`src/rtl/asc_defines.vh`:
```
// Constants for the converter sequencer: bus offsets, field positions,
// reset values and conversion timing in peripheral clock states.
// Assumes an 8-bit bus whose low address byte selects the register.
`ifndef ASC_DEFINES_VH
`define ASC_DEFINES_VH

// Byte offsets on the 8-bit bus (low address byte)
`define ASC_ADR_RES_BASE  8'he0
`define ASC_ADR_CTRL      8'he8
`define ASC_ADR_TRIG      8'he9

// Fields of the conversion control/status register
`define ASC_CTRL_FLAG     7
`define ASC_CTRL_IE       6
`define ASC_CTRL_START    5
`define ASC_CTRL_SCAN     4
`define ASC_CTRL_SPEED    3
`define ASC_CTRL_GROUP    2

// Fields of the trigger control register
`define ASC_TRIG_EXT      7

// Reset values
`define ASC_CTRL_RST      8'h00
`define ASC_TRIG_RST      8'h7f
`define ASC_TRIG_RSVD     7'h7f
`define ASC_RES_RST       10'h000

// Timing in states, slow (speed select 0) and fast (speed select 1)
`define ASC_SLOW_DLY_MIN  9'd10
`define ASC_SLOW_DLY_MAX  9'd17
`define ASC_FAST_DLY_MIN  9'd6
`define ASC_FAST_DLY_MAX  9'd9
`define ASC_SLOW_SAMPLE   9'd80
`define ASC_FAST_SAMPLE   9'd40
`define ASC_SLOW_CONV_MAX 9'd266
`define ASC_FAST_CONV_MAX 9'd134
`define ASC_SLOW_SCAN     9'd256
`define ASC_FAST_SCAN     9'd128

// Successive approximation: one decision every 8 states, last 80 states
`define ASC_SAR_WINDOW    9'd80
`define ASC_SAR_MSB       10'h200

`endif

```
`src/rtl/asc_sequencer.v`:
```
// Sequencer and CPU interface of a 10-bit successive approximation
// converter, with single and scan modes and external trigger.
// Assumes an external analog mux, DAC and comparator driven from here;
// the comparator output and trigger pin are asynchronous.
//
// Contract
// [RL1] Trigger control resets and enters standby 0x7f
// [RL2] Bit 7 enables falling-edge trigger pin start
// [RL3] Trigger control bits 6-0 read one, ignore writes
// [RL4] Upper byte read returns byte, latches lower
// [RL5] Lower byte read returns the holding latch
// [RL6] Software reads upper byte before lower byte
// [RL7] Ten-bit successive approximation, single or scan
// [RL8] Single start converts once, start bit self-clears
// [RL9] Single end stores result, sets flag, interrupt
// [RL10] Flag clears on read-while-set then write zero
// [RL11] Software stops conversion before changing selection
// [RL12] Scan starts at group first, chains channels
// [RL13] Scan repeats cyclically until start bit cleared
// [RL14] Scan round end sets flag, restarts first
// [RL15] Scan restart after halt begins at first
// [RL16] Sync delay 10-17 slow, 6-9 fast states
// [RL17] Single conversion 259-266 or 131-134 states
// [RL18] Later scan conversions exactly 256 or 128
// [RL19] Enabled trigger falling edge sets start bit
// [RL20] Group bit picks inputs; low bits channel/count
// [RL21] Group inputs one to four map A-D
// [RL22] Result upper byte top bits; bits 5-0 zero
// [RL23] One-channel scan repeats, flag each conversion
`timescale 1ns/1ps
`include "asc_defines.vh"

module asc_sequencer #(
	parameter RES_W = 10
) (
	input  wire             clk_sys,
	input  wire             rstn,
	input  wire             ce,
	input  wire             standby,
	input  wire             periph_half,
	input  wire [7:0]       bus_addr,
	input  wire             bus_rd,
	input  wire             bus_wr,
	input  wire [7:0]       bus_wdata,
	output reg  [7:0]       bus_rdata,
	output reg              bus_rvalid,
	input  wire             trigger_pin_n,
	input  wire             cmp_in,
	output wire [2:0]       analog_sel,
	output wire             sample_hold,
	output wire [RES_W-1:0] dac_code,
	output wire             conv_end_irq
);
	localparam [1:0] ST_IDLE   = 2'd0;
	localparam [1:0] ST_DELAY  = 2'd1;
	localparam [1:0] ST_SAMPLE = 2'd2;
	localparam [1:0] ST_CONV   = 2'd3;

	// Remainder after delay and sampling, first and later scan conversions
	localparam [8:0] SLOW_REST1 = `ASC_SLOW_CONV_MAX - `ASC_SLOW_DLY_MAX
		- `ASC_SLOW_SAMPLE;
	localparam [8:0] FAST_REST1 = `ASC_FAST_CONV_MAX - `ASC_FAST_DLY_MAX
		- `ASC_FAST_SAMPLE;
	localparam [8:0] SLOW_REST2 = `ASC_SLOW_SCAN - `ASC_SLOW_SAMPLE;
	localparam [8:0] FAST_REST2 = `ASC_FAST_SCAN - `ASC_FAST_SAMPLE;
	// Reset image of the trigger register, so its enable bit can be picked
	localparam [7:0] TRIG_RST   = `ASC_TRIG_RST;

	// Address decode shared by the read strobe and the read pipeline
	function is_res;
		input [7:0] a;
		begin
			is_res = ({a[7:3], 3'b000} == `ASC_ADR_RES_BASE);
		end
	endfunction

	function [1:0] res_idx;
		input [7:0] a;
		begin
			res_idx = a[2:1];
		end
	endfunction

	wire srst = ~rstn | standby;

	// Control registers
	reg       flag_q, ie_q, start_q, scan_q, speed_q, group_q;
	reg [1:0] chan_q;
	reg       ext_en_q;
	reg       arm_q;
	reg [7:0] temp_q;

	// Sequencer registers
	reg [1:0]       st_q, st_d;
	reg [8:0]       cnt_q, cnt_d;
	reg [1:0]       idx_q, idx_d;
	reg             first_q, first_d;
	reg [RES_W-1:0] sar_q, sar_d;
	reg [3:0]       bit_q, bit_d;
	reg [2:0]       ph_q;
	reg             half_q;

	// Read pipeline
	reg       rd_p_q;
	reg [7:0] raddr_q;

	// Pin synchronisers
	reg trig_s1, trig_s2, trig_s3;
	reg cmp_s1, cmp_s2;

	// Sequencer outputs to the control path
	reg set_flag, clr_start, mem_we;

	wire [RES_W-1:0] mem_rdata;
	wire             tick  = ~periph_half | half_q;
	wire [1:0]       cur   = scan_q ? idx_q : chan_q;       // [RL20]
	wire [1:0]       last  = scan_q ? chan_q : 2'd0;
	wire             wr_ctrl = bus_wr & (bus_addr == `ASC_ADR_CTRL);
	wire             wr_trig = bus_wr & (bus_addr == `ASC_ADR_TRIG);
	wire             trig_fall = trig_s3 & ~trig_s2;
	wire             trig_go = trig_fall & ext_en_q;         // [RL2] [RL19]
	wire [8:0]       dly = speed_q
		? `ASC_FAST_DLY_MIN + {7'd0, ph_q[1:0]}
		: `ASC_SLOW_DLY_MIN + {6'd0, ph_q};
	wire [8:0]       smp = speed_q ? `ASC_FAST_SAMPLE : `ASC_SLOW_SAMPLE;

	assign analog_sel   = {group_q, cur};
	assign sample_hold  = (st_q == ST_SAMPLE);
	assign dac_code     = sar_q;
	assign conv_end_irq = flag_q & ie_q;                     // [RL9] [RL14]

	// Two flops on the comparator pin, three on the trigger pin; the last two trigger stages form the edge
	always @(posedge clk_sys) begin
		if (srst) begin
			trig_s1 <= 1'b1;
			trig_s2 <= 1'b1;
			trig_s3 <= 1'b1;
			cmp_s1  <= 1'b0;
			cmp_s2  <= 1'b0;
		end else if (ce) begin
			trig_s1 <= trigger_pin_n;
			trig_s2 <= trig_s1;
			trig_s3 <= trig_s2;
			cmp_s1  <= cmp_in;
			cmp_s2  <= cmp_s1;
		end
	end

	// State pace: every clock, or every other one at half rate.
	// Phase counter makes the start delay depend on write timing.
	always @(posedge clk_sys) begin
		if (srst) begin
			half_q <= 1'b0;
			ph_q   <= 3'd0;
		end else if (ce) begin
			half_q <= ~half_q;
			if (tick)
				ph_q <= ph_q + 3'd1;                         // [RL16]
		end
	end

	// Sequencer next state
	always @* begin
		st_d      = st_q;
		cnt_d     = cnt_q;
		idx_d     = idx_q;
		first_d   = first_q;
		sar_d     = sar_q;
		bit_d     = bit_q;
		set_flag  = 1'b0;
		clr_start = 1'b0;
		mem_we    = 1'b0;
		case (st_q)
			ST_IDLE: begin
				if (start_q) begin
					// The edge that leaves idle is the first delay state
					st_d    = ST_DELAY;
					cnt_d   = dly - 9'd1;                    // [RL16]
					idx_d   = 2'd0;                          // [RL12] [RL15]
					first_d = 1'b1;
				end
			end
			ST_DELAY: begin
				if (tick) begin
					if (cnt_q == 9'd1) begin
						st_d  = ST_SAMPLE;
						cnt_d = smp;                         // [RL17]
					end else begin
						cnt_d = cnt_q - 9'd1;
					end
				end
			end
			ST_SAMPLE: begin
				if (tick) begin
					if (cnt_q == 9'd1) begin
						st_d  = ST_CONV;
						sar_d = `ASC_SAR_MSB;                // [RL7]
						bit_d = 4'd9;
						if (first_q)                         // [RL17]
							cnt_d = speed_q ? FAST_REST1 : SLOW_REST1;
						else                                 // [RL18]
							cnt_d = speed_q ? FAST_REST2 : SLOW_REST2;
					end else begin
						cnt_d = cnt_q - 9'd1;
					end
				end
			end
			ST_CONV: begin
				if (tick) begin
					cnt_d = cnt_q - 9'd1;
					if (cnt_q == 9'd1) begin
						mem_we  = 1'b1;                      // [RL21]
						first_d = 1'b0;
						if (!scan_q) begin
							st_d      = ST_IDLE;
							clr_start = 1'b1;                // [RL8]
							set_flag  = 1'b1;                // [RL9]
						end else begin
							st_d  = ST_SAMPLE;               // [RL12] [RL13]
							cnt_d = smp;
							if (idx_q == last) begin
								set_flag = 1'b1;             // [RL14] [RL23]
								idx_d    = 2'd0;
							end else begin
								idx_d = idx_q + 2'd1;
							end
						end
					end else if (cnt_q <= `ASC_SAR_WINDOW &&
					             cnt_q[2:0] == 3'd0) begin
						// Gap of 8 states covers DAC settle and sync lag
						if (!cmp_s2)
							sar_d[bit_q] = 1'b0;             // [RL7]
						if (bit_q != 4'd0)
							sar_d[bit_q - 4'd1] = 1'b1;
						bit_d = bit_q - 4'd1;
					end
				end
			end
			default: st_d = ST_IDLE;
		endcase
		// Clearing the start bit halts any phase at once
		if (st_q != ST_IDLE && !start_q)
			st_d = ST_IDLE;                                  // [RL13] [RL15]
	end

	// Sequencer registers
	always @(posedge clk_sys) begin
		if (srst) begin
			st_q    <= ST_IDLE;
			cnt_q   <= 9'd0;
			idx_q   <= 2'd0;
			first_q <= 1'b1;
			sar_q   <= `ASC_RES_RST;
			bit_q   <= 4'd0;
		end else if (ce) begin
			st_q    <= st_d;
			cnt_q   <= cnt_d;
			idx_q   <= idx_d;
			first_q <= first_d;
			sar_q   <= sar_d;
			bit_q   <= bit_d;
		end
	end

	// Control/status and trigger control registers
	always @(posedge clk_sys) begin
		if (srst) begin
			{flag_q, ie_q, start_q, scan_q, speed_q, group_q,
				chan_q} <= `ASC_CTRL_RST;
			ext_en_q <= TRIG_RST[`ASC_TRIG_EXT];             // [RL1]
			arm_q    <= 1'b0;
		end else if (ce) begin
			if (wr_trig)
				ext_en_q <= bus_wdata[`ASC_TRIG_EXT];        // [RL2] [RL3]
			// Start bit: a hardware set beats both clears
			if (clr_start)
				start_q <= 1'b0;
			if (wr_ctrl) begin
				ie_q    <= bus_wdata[`ASC_CTRL_IE];
				start_q <= bus_wdata[`ASC_CTRL_START];
				scan_q  <= bus_wdata[`ASC_CTRL_SCAN];
				speed_q <= bus_wdata[`ASC_CTRL_SPEED];
				group_q <= bus_wdata[`ASC_CTRL_GROUP];
				chan_q  <= bus_wdata[1:0];
			end
			if (trig_go)
				start_q <= 1'b1;                             // [RL19]
			// Flag clears only after it was read as one
			if (wr_ctrl)
				arm_q <= 1'b0;
			else if (rd_p_q && raddr_q == `ASC_ADR_CTRL && flag_q)
				arm_q <= 1'b1;                               // [RL10]
			if (wr_ctrl && arm_q && !bus_wdata[`ASC_CTRL_FLAG])
				flag_q <= 1'b0;                              // [RL10]
			if (set_flag)
				flag_q <= 1'b1;                              // [RL9]
		end
	end

	// Read pipeline: store read at cycle 0, data and valid at cycle 2
	always @(posedge clk_sys) begin
		if (srst) begin
			rd_p_q     <= 1'b0;
			raddr_q    <= 8'h00;
			bus_rdata  <= 8'h00;
			bus_rvalid <= 1'b0;
			temp_q     <= 8'h00;
		end else if (ce) begin
			rd_p_q     <= bus_rd;
			raddr_q    <= bus_addr;
			bus_rvalid <= rd_p_q;
			if (rd_p_q) begin
				if (is_res(raddr_q) && !raddr_q[0]) begin
					bus_rdata <= mem_rdata[9:2];             // [RL4] [RL22]
					temp_q    <= {mem_rdata[1:0], 6'd0};     // [RL4] [RL22]
				end else if (is_res(raddr_q)) begin
					bus_rdata <= temp_q;                     // [RL5] [RL6]
				end else if (raddr_q == `ASC_ADR_CTRL) begin
					bus_rdata <= {flag_q, ie_q, start_q, scan_q,
						speed_q, group_q, chan_q};
				end else if (raddr_q == `ASC_ADR_TRIG) begin
					bus_rdata <= {ext_en_q, `ASC_TRIG_RSVD}; // [RL3]
				end else begin
					bus_rdata <= 8'h00;
				end
			end
		end
	end

	// Result registers A-D, indexed by position within the group
	asc_result_mem #(
		.DW(RES_W),
		.AW(2)
	) u_mem (
		.clk_sys (clk_sys),
		.srst    (srst),
		.ce      (ce),
		.we      (mem_we),
		.waddr   (cur),
		.wdata   (sar_q),
		.re      (bus_rd & is_res(bus_addr)),
		.raddr   (res_idx(bus_addr)),
		.rdata   (mem_rdata)
	);
endmodule

```
`src/rtl/asc_result_mem.v`:
```
// Result store: one word per result register, registered read data.
// Assumes a single clock; reset and standby clear every word.
`timescale 1ns/1ps
`include "asc_defines.vh"

module asc_result_mem #(
	parameter DW = 10,
	parameter AW = 2
) (
	input  wire          clk_sys,
	input  wire          srst,
	input  wire          ce,
	input  wire          we,
	input  wire [AW-1:0] waddr,
	input  wire [DW-1:0] wdata,
	input  wire          re,
	input  wire [AW-1:0] raddr,
	output reg  [DW-1:0] rdata
);
	reg [DW-1:0] mem_q [0:(1<<AW)-1];
	integer      i;

	// Write-before-read is not needed: a CPU read racing a store sees old data
	always @(posedge clk_sys) begin
		if (srst) begin
			for (i = 0; i < (1 << AW); i = i + 1)
				mem_q[i] <= {DW{1'b0}};
			rdata <= {DW{1'b0}};
		end else if (ce) begin
			if (we)
				mem_q[waddr] <= wdata;
			if (re)
				rdata <= mem_q[raddr];
		end
	end
endmodule

```
`config.mk`:
```
export PLATFORM = sky130hd
export DESIGN_NAME = asc_sequencer
export DESIGN_NICKNAME = d
export VERILOG_FILES = /design/src/rtl/asc_sequencer.v /design/src/rtl/asc_result_mem.v
export VERILOG_INCLUDE_DIRS = /design/src /design/src/rtl
export SDC_FILE = /design/constraint.sdc
export NUM_CORES = 1
export LEC_CHECK = 0
export ABC_AREA = 1
export BUFFER_PORTS_ARGS = -buffer_cell sky130_fd_sc_hd__buf_2
export CAP_MARGIN = 15
export CORE_MARGIN = 3
export CORE_UTILIZATION = 50
export CTS_CLUSTER_SIZE = 10
export DETAILED_ROUTE_END_ITERATION = 6
export PLACE_DENSITY = 0.77
export REMOVE_ABC_BUFFERS = 1
export SLEW_MARGIN = 0
export SYNTH_ARGS = -nofsm -noshare
export SYNTH_HDL_FRONTEND = slang
export SYNTH_SLANG_ARGS = --single-unit
```
`constraint.sdc`:
```
create_clock -name clk_sys -period 3.4 [get_ports clk_sys]
set_input_delay 0.34 -clock clk_sys [delete_from_list [all_inputs] [get_ports clk_sys]]
set_output_delay 0.34 -clock clk_sys [all_outputs]
set_load 0.02 [all_outputs]
```
==> results.cfg, run 1 <==
[setup_path]
reg2reg_slack_ns = 0.85
critPathLaunch = st_q[0]$_SDFFE_PP0P_
critical_path.max_fanout = 13
cp.required_ns = 3.48
startpoint_type = register
critPathKind = reg2reg
worstSetupEndpoint = u_mem.mem_q[1][7]$_SDFFCE_PN0P_
setup.worst_path.end_class = register
worstPathArrival_ns = 2.63
worstReg2RegStart = st_q[0]$_SDFFE_PP0P_
reg2regPathDepth = 8
timing.rr.end = u_mem.mem_q[1][7]$_SDFFCE_PN0P_

[power_and_ir_drop]
cellPowerDensity_mw_per_mm2 = 507
p_int_w = 0.00281
ir_worst_vdd_v = 0.000389
p_clk_frac = 0.544
pwr-share-comb = 0.035
switching_power_w = 0.000734
static_leakage_nw = 2.77
share_seq_of_total_power = 0.420
power_switching_share = 0.207

[drt]
totalWireLength_microns = 14700
drtPass1Iterations = 5
postRouteAntennaNets = 0
top_layer = met4
routed-wl-met3_microns = 952
detail_route.wl_per_cell_microns = 14.9
route.vias.total = 5375
met2_length_microns = 6830
via_per_inst = 5.44
drc = 0
first_iter_violations = 657
wl_met1_microns = 6640

[placement]
io_buffer_count = 48
cells_after_dpl = 956
hpwlAfterDp_microns = 10400
gp_congestion = 0.901

[timing]
maxClockFrequency_mhz = 392
report.final.hold_viol_count = 0
grt_setup_unrepaired = false
final-setup-viol-count = 0
final_max_slew_viol_count = 0
setup_tns_ns = 0
layout_min_cycle_time_ns = 2.55
max_slew.worst_pin.slew_ns = 0.815
slew_headroom = 0.455
fin_crit_sh = 0.751
clock_skew_after_layout_ns = 0.00853

[logic_synthesis]
yosys_warnings = 0
synth_edf_count = 40
synthCells = 790
synth_top_flop_cell = sky130_fd_sc_hd__dfxtp_1
register_area_share_after_synthesis = 0.453
post_synthesis_average_cell_area_sq_um = 7.67
synth_cell_type_count = 41
synth_area_sq_mm = 0.00606
yosys_register_bits = 117
ys_async_sr_fraction = 0

[floorplan]
ioPinCount = 49
die_ar_sq_mm = 0.0135
die_y_microns = 116
start_util = 0.522
row_cnt = 39
core_area_sq_mm = 0.0116
die_width_microns = 116

[clocking]
cts_setup_buffers = 0
post_cts_hold_buffers = 0
tritoncts.num_buffers = 17
ctsResizeCount = 0
clock_tree.buffer_depth = 2
cts_num_sinks = 117
h-tree-depth = 4
tritoncts = built
cts.reportedPaths.clkPinSlew_ns = 0.05
clock_insertion_delay_worst_skew_ns = 0.42
clk_root_buffer_cell = sky130_fd_sc_hd__clkbuf_16

[job]
max_cap_viol_count = 0

[global_routing]
grt_first_pass_wirelength_microns = 23800
gr-total-overflow = 0
antenna_found_initial = 0
grt_start_max_net_pins = 35
first_global_vias = 4856
overall_track_demand_over_capacity_in_global_routing = 0.227

[hold_path]
worstHoldPathType = in2reg
min_path_cells = 3

[finish]
mostFrequentLayoutCells = sky130_fd_sc_hd__nand2_1 (145), sky130_fd_sc_hd__nor2_1 (119), sky130_fd_sc_hd__dfxtp_1 (77)
final-instance-count-excl-fill = 988
layout.cells.most_common = sky130_fd_sc_hd__nand2_1
net_count_final = 870
n_antenna_cell = 0
areaGrowthSynthToFinish_pct = 15.5
post_route_cells_drive_above_1_share = 0.154

[status]
outcome = finished clean
==> flip-flops by register name, summed over array words and instances, names as in the netlist, 2 cells and up <==
register     flops
raddr_q          8
idx_q            2
temp_q           2
cnt_q            9
bit_q            4
ph_q             3
bus_rdata        8
dac_code        10
st_q             2
u_mem.mem_q     40
u_mem.rdata     10
chan_q           2
==> logic make-up (layout without fill, tap and decap cells) <==
logic type	count (synthesis)	after routing	synth area share
simple gates	357	357	0.265
compound gates	178	178	0.161
flops	117	117	0.453
buf+inv	116	171	0.0816
fa+ha+maj	13	13	0.0269
xor+xnor	9	9	0.0130
==> metrics by stage <==
stage                     total power [W]  cell area [sq um]  worst slack [ns]  hold slack, ns  utilization
after floorplan                   0.00158               5870            -0.382           0.432            -
after global placement            0.00164               6360             0.937           0.441        0.547
after detailed placement          0.00164               6360             0.881           0.454        0.547
after CTS                         0.00355               6990             0.864           0.142        0.602
after global routing              0.00364               6990             0.628           0.150        0.602
final                             0.00354               6990             0.846           0.155        0.602
==> synthesized netlist by cell type, types with 3 or more instances <==
library cell,instances,area share
sky130_fd_sc_hd__inv_2,8,0.0050
sky130_fd_sc_hd__o21ai_0,75,0.062
sky130_fd_sc_hd__dfxtp_1,77,0.25
sky130_fd_sc_hd__nand2_2,5,0.0052
sky130_fd_sc_hd__nor3_1,10,0.0083
sky130_fd_sc_hd__buf_4,5,0.0062
sky130_fd_sc_hd__a21oi_1,66,0.055
sky130_fd_sc_hd__buf_1,3,0.0019
sky130_fd_sc_hd__nor2_1,120,0.074
sky130_fd_sc_hd__o31ai_1,4,0.0050
sky130_fd_sc_hd__nand2_1,145,0.090
sky130_fd_sc_hd__clkbuf_1,18,0.011
sky130_fd_sc_hd__nor2_2,4,0.0041
sky130_fd_sc_hd__buf_6,5,0.0093
sky130_fd_sc_hd__o211ai_1,4,0.0050
sky130_fd_sc_hd__o21ai_1,3,0.0025
sky130_fd_sc_hd__clkinv_1,3,0.0019
sky130_fd_sc_hd__nand3_2,3,0.0050
sky130_fd_sc_hd__ha_1,13,0.027
sky130_fd_sc_hd__a31oi_1,17,0.018
sky130_fd_sc_hd__edfxtp_1,40,0.20
sky130_fd_sc_hd__xor2_1,8,0.012
sky130_fd_sc_hd__nand4_1,8,0.0083
sky130_fd_sc_hd__inv_1,72,0.045
sky130_fd_sc_hd__nor3_2,9,0.015
sky130_fd_sc_hd__nand3_1,44,0.036
==> how the worst min path moves through the flow <==
stage               slack, ns                       to                    start
global placement         0.44  raddr_q[7]$_SDFFE_PP0P_  raddr_q[7]$_SDFFE_PP0P_
global route             0.15     group_q$_SDFFE_PP0P_             bus_wdata[2]
CTS                      0.14        ie_q$_SDFFE_PP0P_             bus_wdata[6]
finish                   0.16        ie_q$_SDFFE_PP0P_             bus_wdata[6]
floorplan                0.43  raddr_q[4]$_SDFFE_PP0P_                       ce
detailed placement       0.45      rd_p_q$_SDFFE_PP0P_      rd_p_q$_SDFFE_PP0P_
==> layout make-up <==
class / count / area (sq um)
Inverter: 83 / 312
Fill cell: 998 / 4620
Sequential cell: 117 / 2740
Clock inverter: 14 / 208
Clock buffer: 18 / 429
Timing Repair Buffer: 56 / 300
Multi-Input combinational cell: 557 / 2820
Tap cell: 143 / 179
==> power groups by stage <==
| stage | combinational (W) | sequential, W | clock [W] |
|---|---|---|---|
| after floorplan | 0.0000702 | 0.00151 | 0 |
| after global placement | 0.000123 | 0.00152 | 0 |
| after detailed placement | 0.000123 | 0.00152 | 0 |
| after CTS | 0.000124 | 0.00149 | 0.00194 |
| after global routing | 0.000141 | 0.00149 | 0.00200 |
| final | 0.000126 | 0.00149 | 0.00193 |
==> metal layers <==
| layer | global-route usage | vias up |
|---|---|---|
| li1 | - | 2716 |
| met1 | 0.299 | 2434 |
| met2 | 0.361 | 194 |
| met3 | 0.0554 | 31 |
| met4 | 0.0897 | 0 |
| met5 | 0 | - |
==> critical path, cell delays in order (launching register included) <==
cell and delay [ns]:
sky130_fd_sc_hd__dfxtp_1 0.61, sky130_fd_sc_hd__nand2_2 0.30, sky130_fd_sc_hd__inv_2 0.28, sky130_fd_sc_hd__nand2_2 0.09
sky130_fd_sc_hd__nand2_2 0.09, sky130_fd_sc_hd__nand4_4 0.12, sky130_fd_sc_hd__nor2_4 0.13, sky130_fd_sc_hd__nand3_2 0.20
sky130_fd_sc_hd__nand2_1 0.38
(Power assumes the default switching activity.)
==> run 2: changes to the inputs <==
==> constraint.sdc (replaced) <==
create_clock -name clk_sys -period 2.5 [get_ports clk_sys]
set_input_delay 0.25 -clock clk_sys [delete_from_list [all_inputs] [get_ports clk_sys]]
set_output_delay 0.25 -clock clk_sys [all_outputs]
set_load 0.02 [all_outputs]
==> run 2 against run 1 <==
  * Die area unchanged
  * Clock-buffer cell count increased by 2
  * Largest cell class unchanged
  * Global-route usage increased by 0.99 points
==> results.cfg, run 2 (synthesis gave the netlist of run 1 again) <==
[floorplan]
die_ar_sq_mm = 0.0135
start_util = 0.522
die_width_microns = 116
core_area_sq_mm = 0.0116
ioPinCount = 49
row_cnt = 39
die_y_microns = 116

[setup_path]
reg2reg_slack_ns = 0.24
critical_path.max_fanout = 10
setup.worst_path.end_class = register
startpoint_type = register
critPathKind = reg2reg
worstPathArrival_ns = 2.33
cp.required_ns = 2.56

[clocking]
cts.reportedPaths.clkPinSlew_ns = 0.05
cts_num_sinks = 117
cts_setup_buffers = 0
post_cts_hold_buffers = 0
clock_insertion_delay_worst_skew_ns = 0.42
clk_root_buffer_cell = sky130_fd_sc_hd__clkbuf_16
clock_tree.buffer_depth = 2
ctsResizeCount = 0
h-tree-depth = 4
tritoncts = built
tritoncts.num_buffers = 17

[drt]
route.vias.total = 5486
drtPass1Iterations = 5
detail_route.wl_per_cell_microns = 15.2
drc = 0
postRouteAntennaNets = 0
totalWireLength_microns = 15100
first_iter_violations = 517
via_per_inst = 5.52

[timing]
final_max_slew_viol_count = 0
layout_min_cycle_time_ns = 2.26
max_slew.worst_pin.slew_ns = 0.683
fin_ws_ns = 0.237
report.final.hold_viol_count = 0
final-setup-viol-count = 0
maxClockFrequency_mhz = 442
grt_setup_unrepaired = false
clock_skew_after_layout_ns = 0.00858
fin_crit_sh = 0.905
slew_headroom = 0.540
setup_tns_ns = 0

[placement]
preCtsSetupSlack_ns = 0.281
gp_congestion = 0.944
io_buffer_count = 48
placed_area_sq_mm = 0.00640
hpwlAfterDp_microns = 10700

[finish]
layout.filler_cells = 1034
post-route-cell-area_sq_mm = 0.00700
largest_register = u_mem.mem_q
multi_input_area_sq_mm = 0.00282
largest_register_ffs = 40
regArea_sq_mm = 0.00274
layout.cells.most_common = sky130_fd_sc_hd__nand2_1
areaGrowthSynthToFinish_pct = 15.6
mostFrequentLayoutCells = sky130_fd_sc_hd__nand2_1 (145), sky130_fd_sc_hd__nor2_1 (119), sky130_fd_sc_hd__dfxtp_1 (77)
n_antenna_cell = 0
net_count_final = 876
post_route_cells_drive_above_1_share = 0.159

[power_and_ir_drop]
ir_worst_vdd_v = 0.000463
cellPowerDensity_mw_per_mm2 = 665
static_leakage_nw = 2.77

[global_routing]
gr-total-overflow = 0
antenna_found_initial = 1
overall_track_demand_over_capacity_in_global_routing = 0.237
grt_first_pass_wirelength_microns = 24800
grt_start_max_net_pins = 49
first_global_vias = 5225

[hold_path]
worstHoldPathType = in2reg

[status]
outcome = finished clean

[job]
max_cap_viol_count = 0
## run 2: report_power, final
group	switching, W	internal, W	total, W
Clock	0.000870	0.00159	0.00246
Combinational	0.000116	0.0000556	0.000172
Sequential	0.0000194	0.00201	0.00203
Total	0.00101	0.00365	0.00466
## run 2: path summary, 6_finish.rpt
check | endpoint | depth (start not counted) | from
setup / recovery | u_mem.mem_q[0][1]$_SDFFCE_PN0P_ | 12 | cnt_q[1]$_SDFFE_PP0P_
hold / removal | trig_s1$_SDFFE_PP1P_ | 3 | trigger_pin_n
setup reg to reg | u_mem.mem_q[0][1]$_SDFFCE_PN0P_ | 12 | cnt_q[1]$_SDFFE_PP0P_
hold reg to reg | raddr_q[6]$_SDFFE_PP0P_ | 2 | raddr_q[6]$_SDFFE_PP0P_
## run 2: metal layers
metal  track usage  up-vias  wire (microns)  part of all wire
li1              -     2728               -                 -
met1         0.296     2518            6650              0.44
met2         0.393      197            7130              0.47
met3        0.0538       41             883             0.059
met4         0.104        2             412             0.027
met5             0        -              13           0.00086
## run 2: worst max-delay path, cell delays in order (launching register included)
cell                      delay (ns)
sky130_fd_sc_hd__dfxtp_1        0.32
sky130_fd_sc_hd__inv_1          0.10
sky130_fd_sc_hd__ha_1           0.18
sky130_fd_sc_hd__inv_1          0.05
sky130_fd_sc_hd__nor2_1         0.11
sky130_fd_sc_hd__nand2_2        0.10
sky130_fd_sc_hd__nor2_8         0.18
sky130_fd_sc_hd__nand2_2        0.07
sky130_fd_sc_hd__nand2_2        0.09
sky130_fd_sc_hd__nand4_4        0.12
sky130_fd_sc_hd__nor2_4         0.15
sky130_fd_sc_hd__nand3_2        0.09
sky130_fd_sc_hd__nand2_1        0.36
## run 2: metrics by stage
stage,util,total power [W],std cells,hold slack [ns]
after floorplan,-,0.00215,757,0.342
final,0.603,0.00466,994,0.0495
after global placement,0.551,0.00223,962,0.442
after global routing,0.603,0.00480,994,0.0605
after detailed placement,0.551,0.00223,962,0.450
after CTS,0.603,0.00468,994,0.0399
## run 2: layout make-up
cell class                 instances  share of cell area
timing repair buffer              62              0.0493
sequential                       117               0.392
clock inverter                    12              0.0222
multi-input combinational        557               0.403
clock buffer                      20              0.0638
inverter                          83              0.0445
tap                              143              0.0255
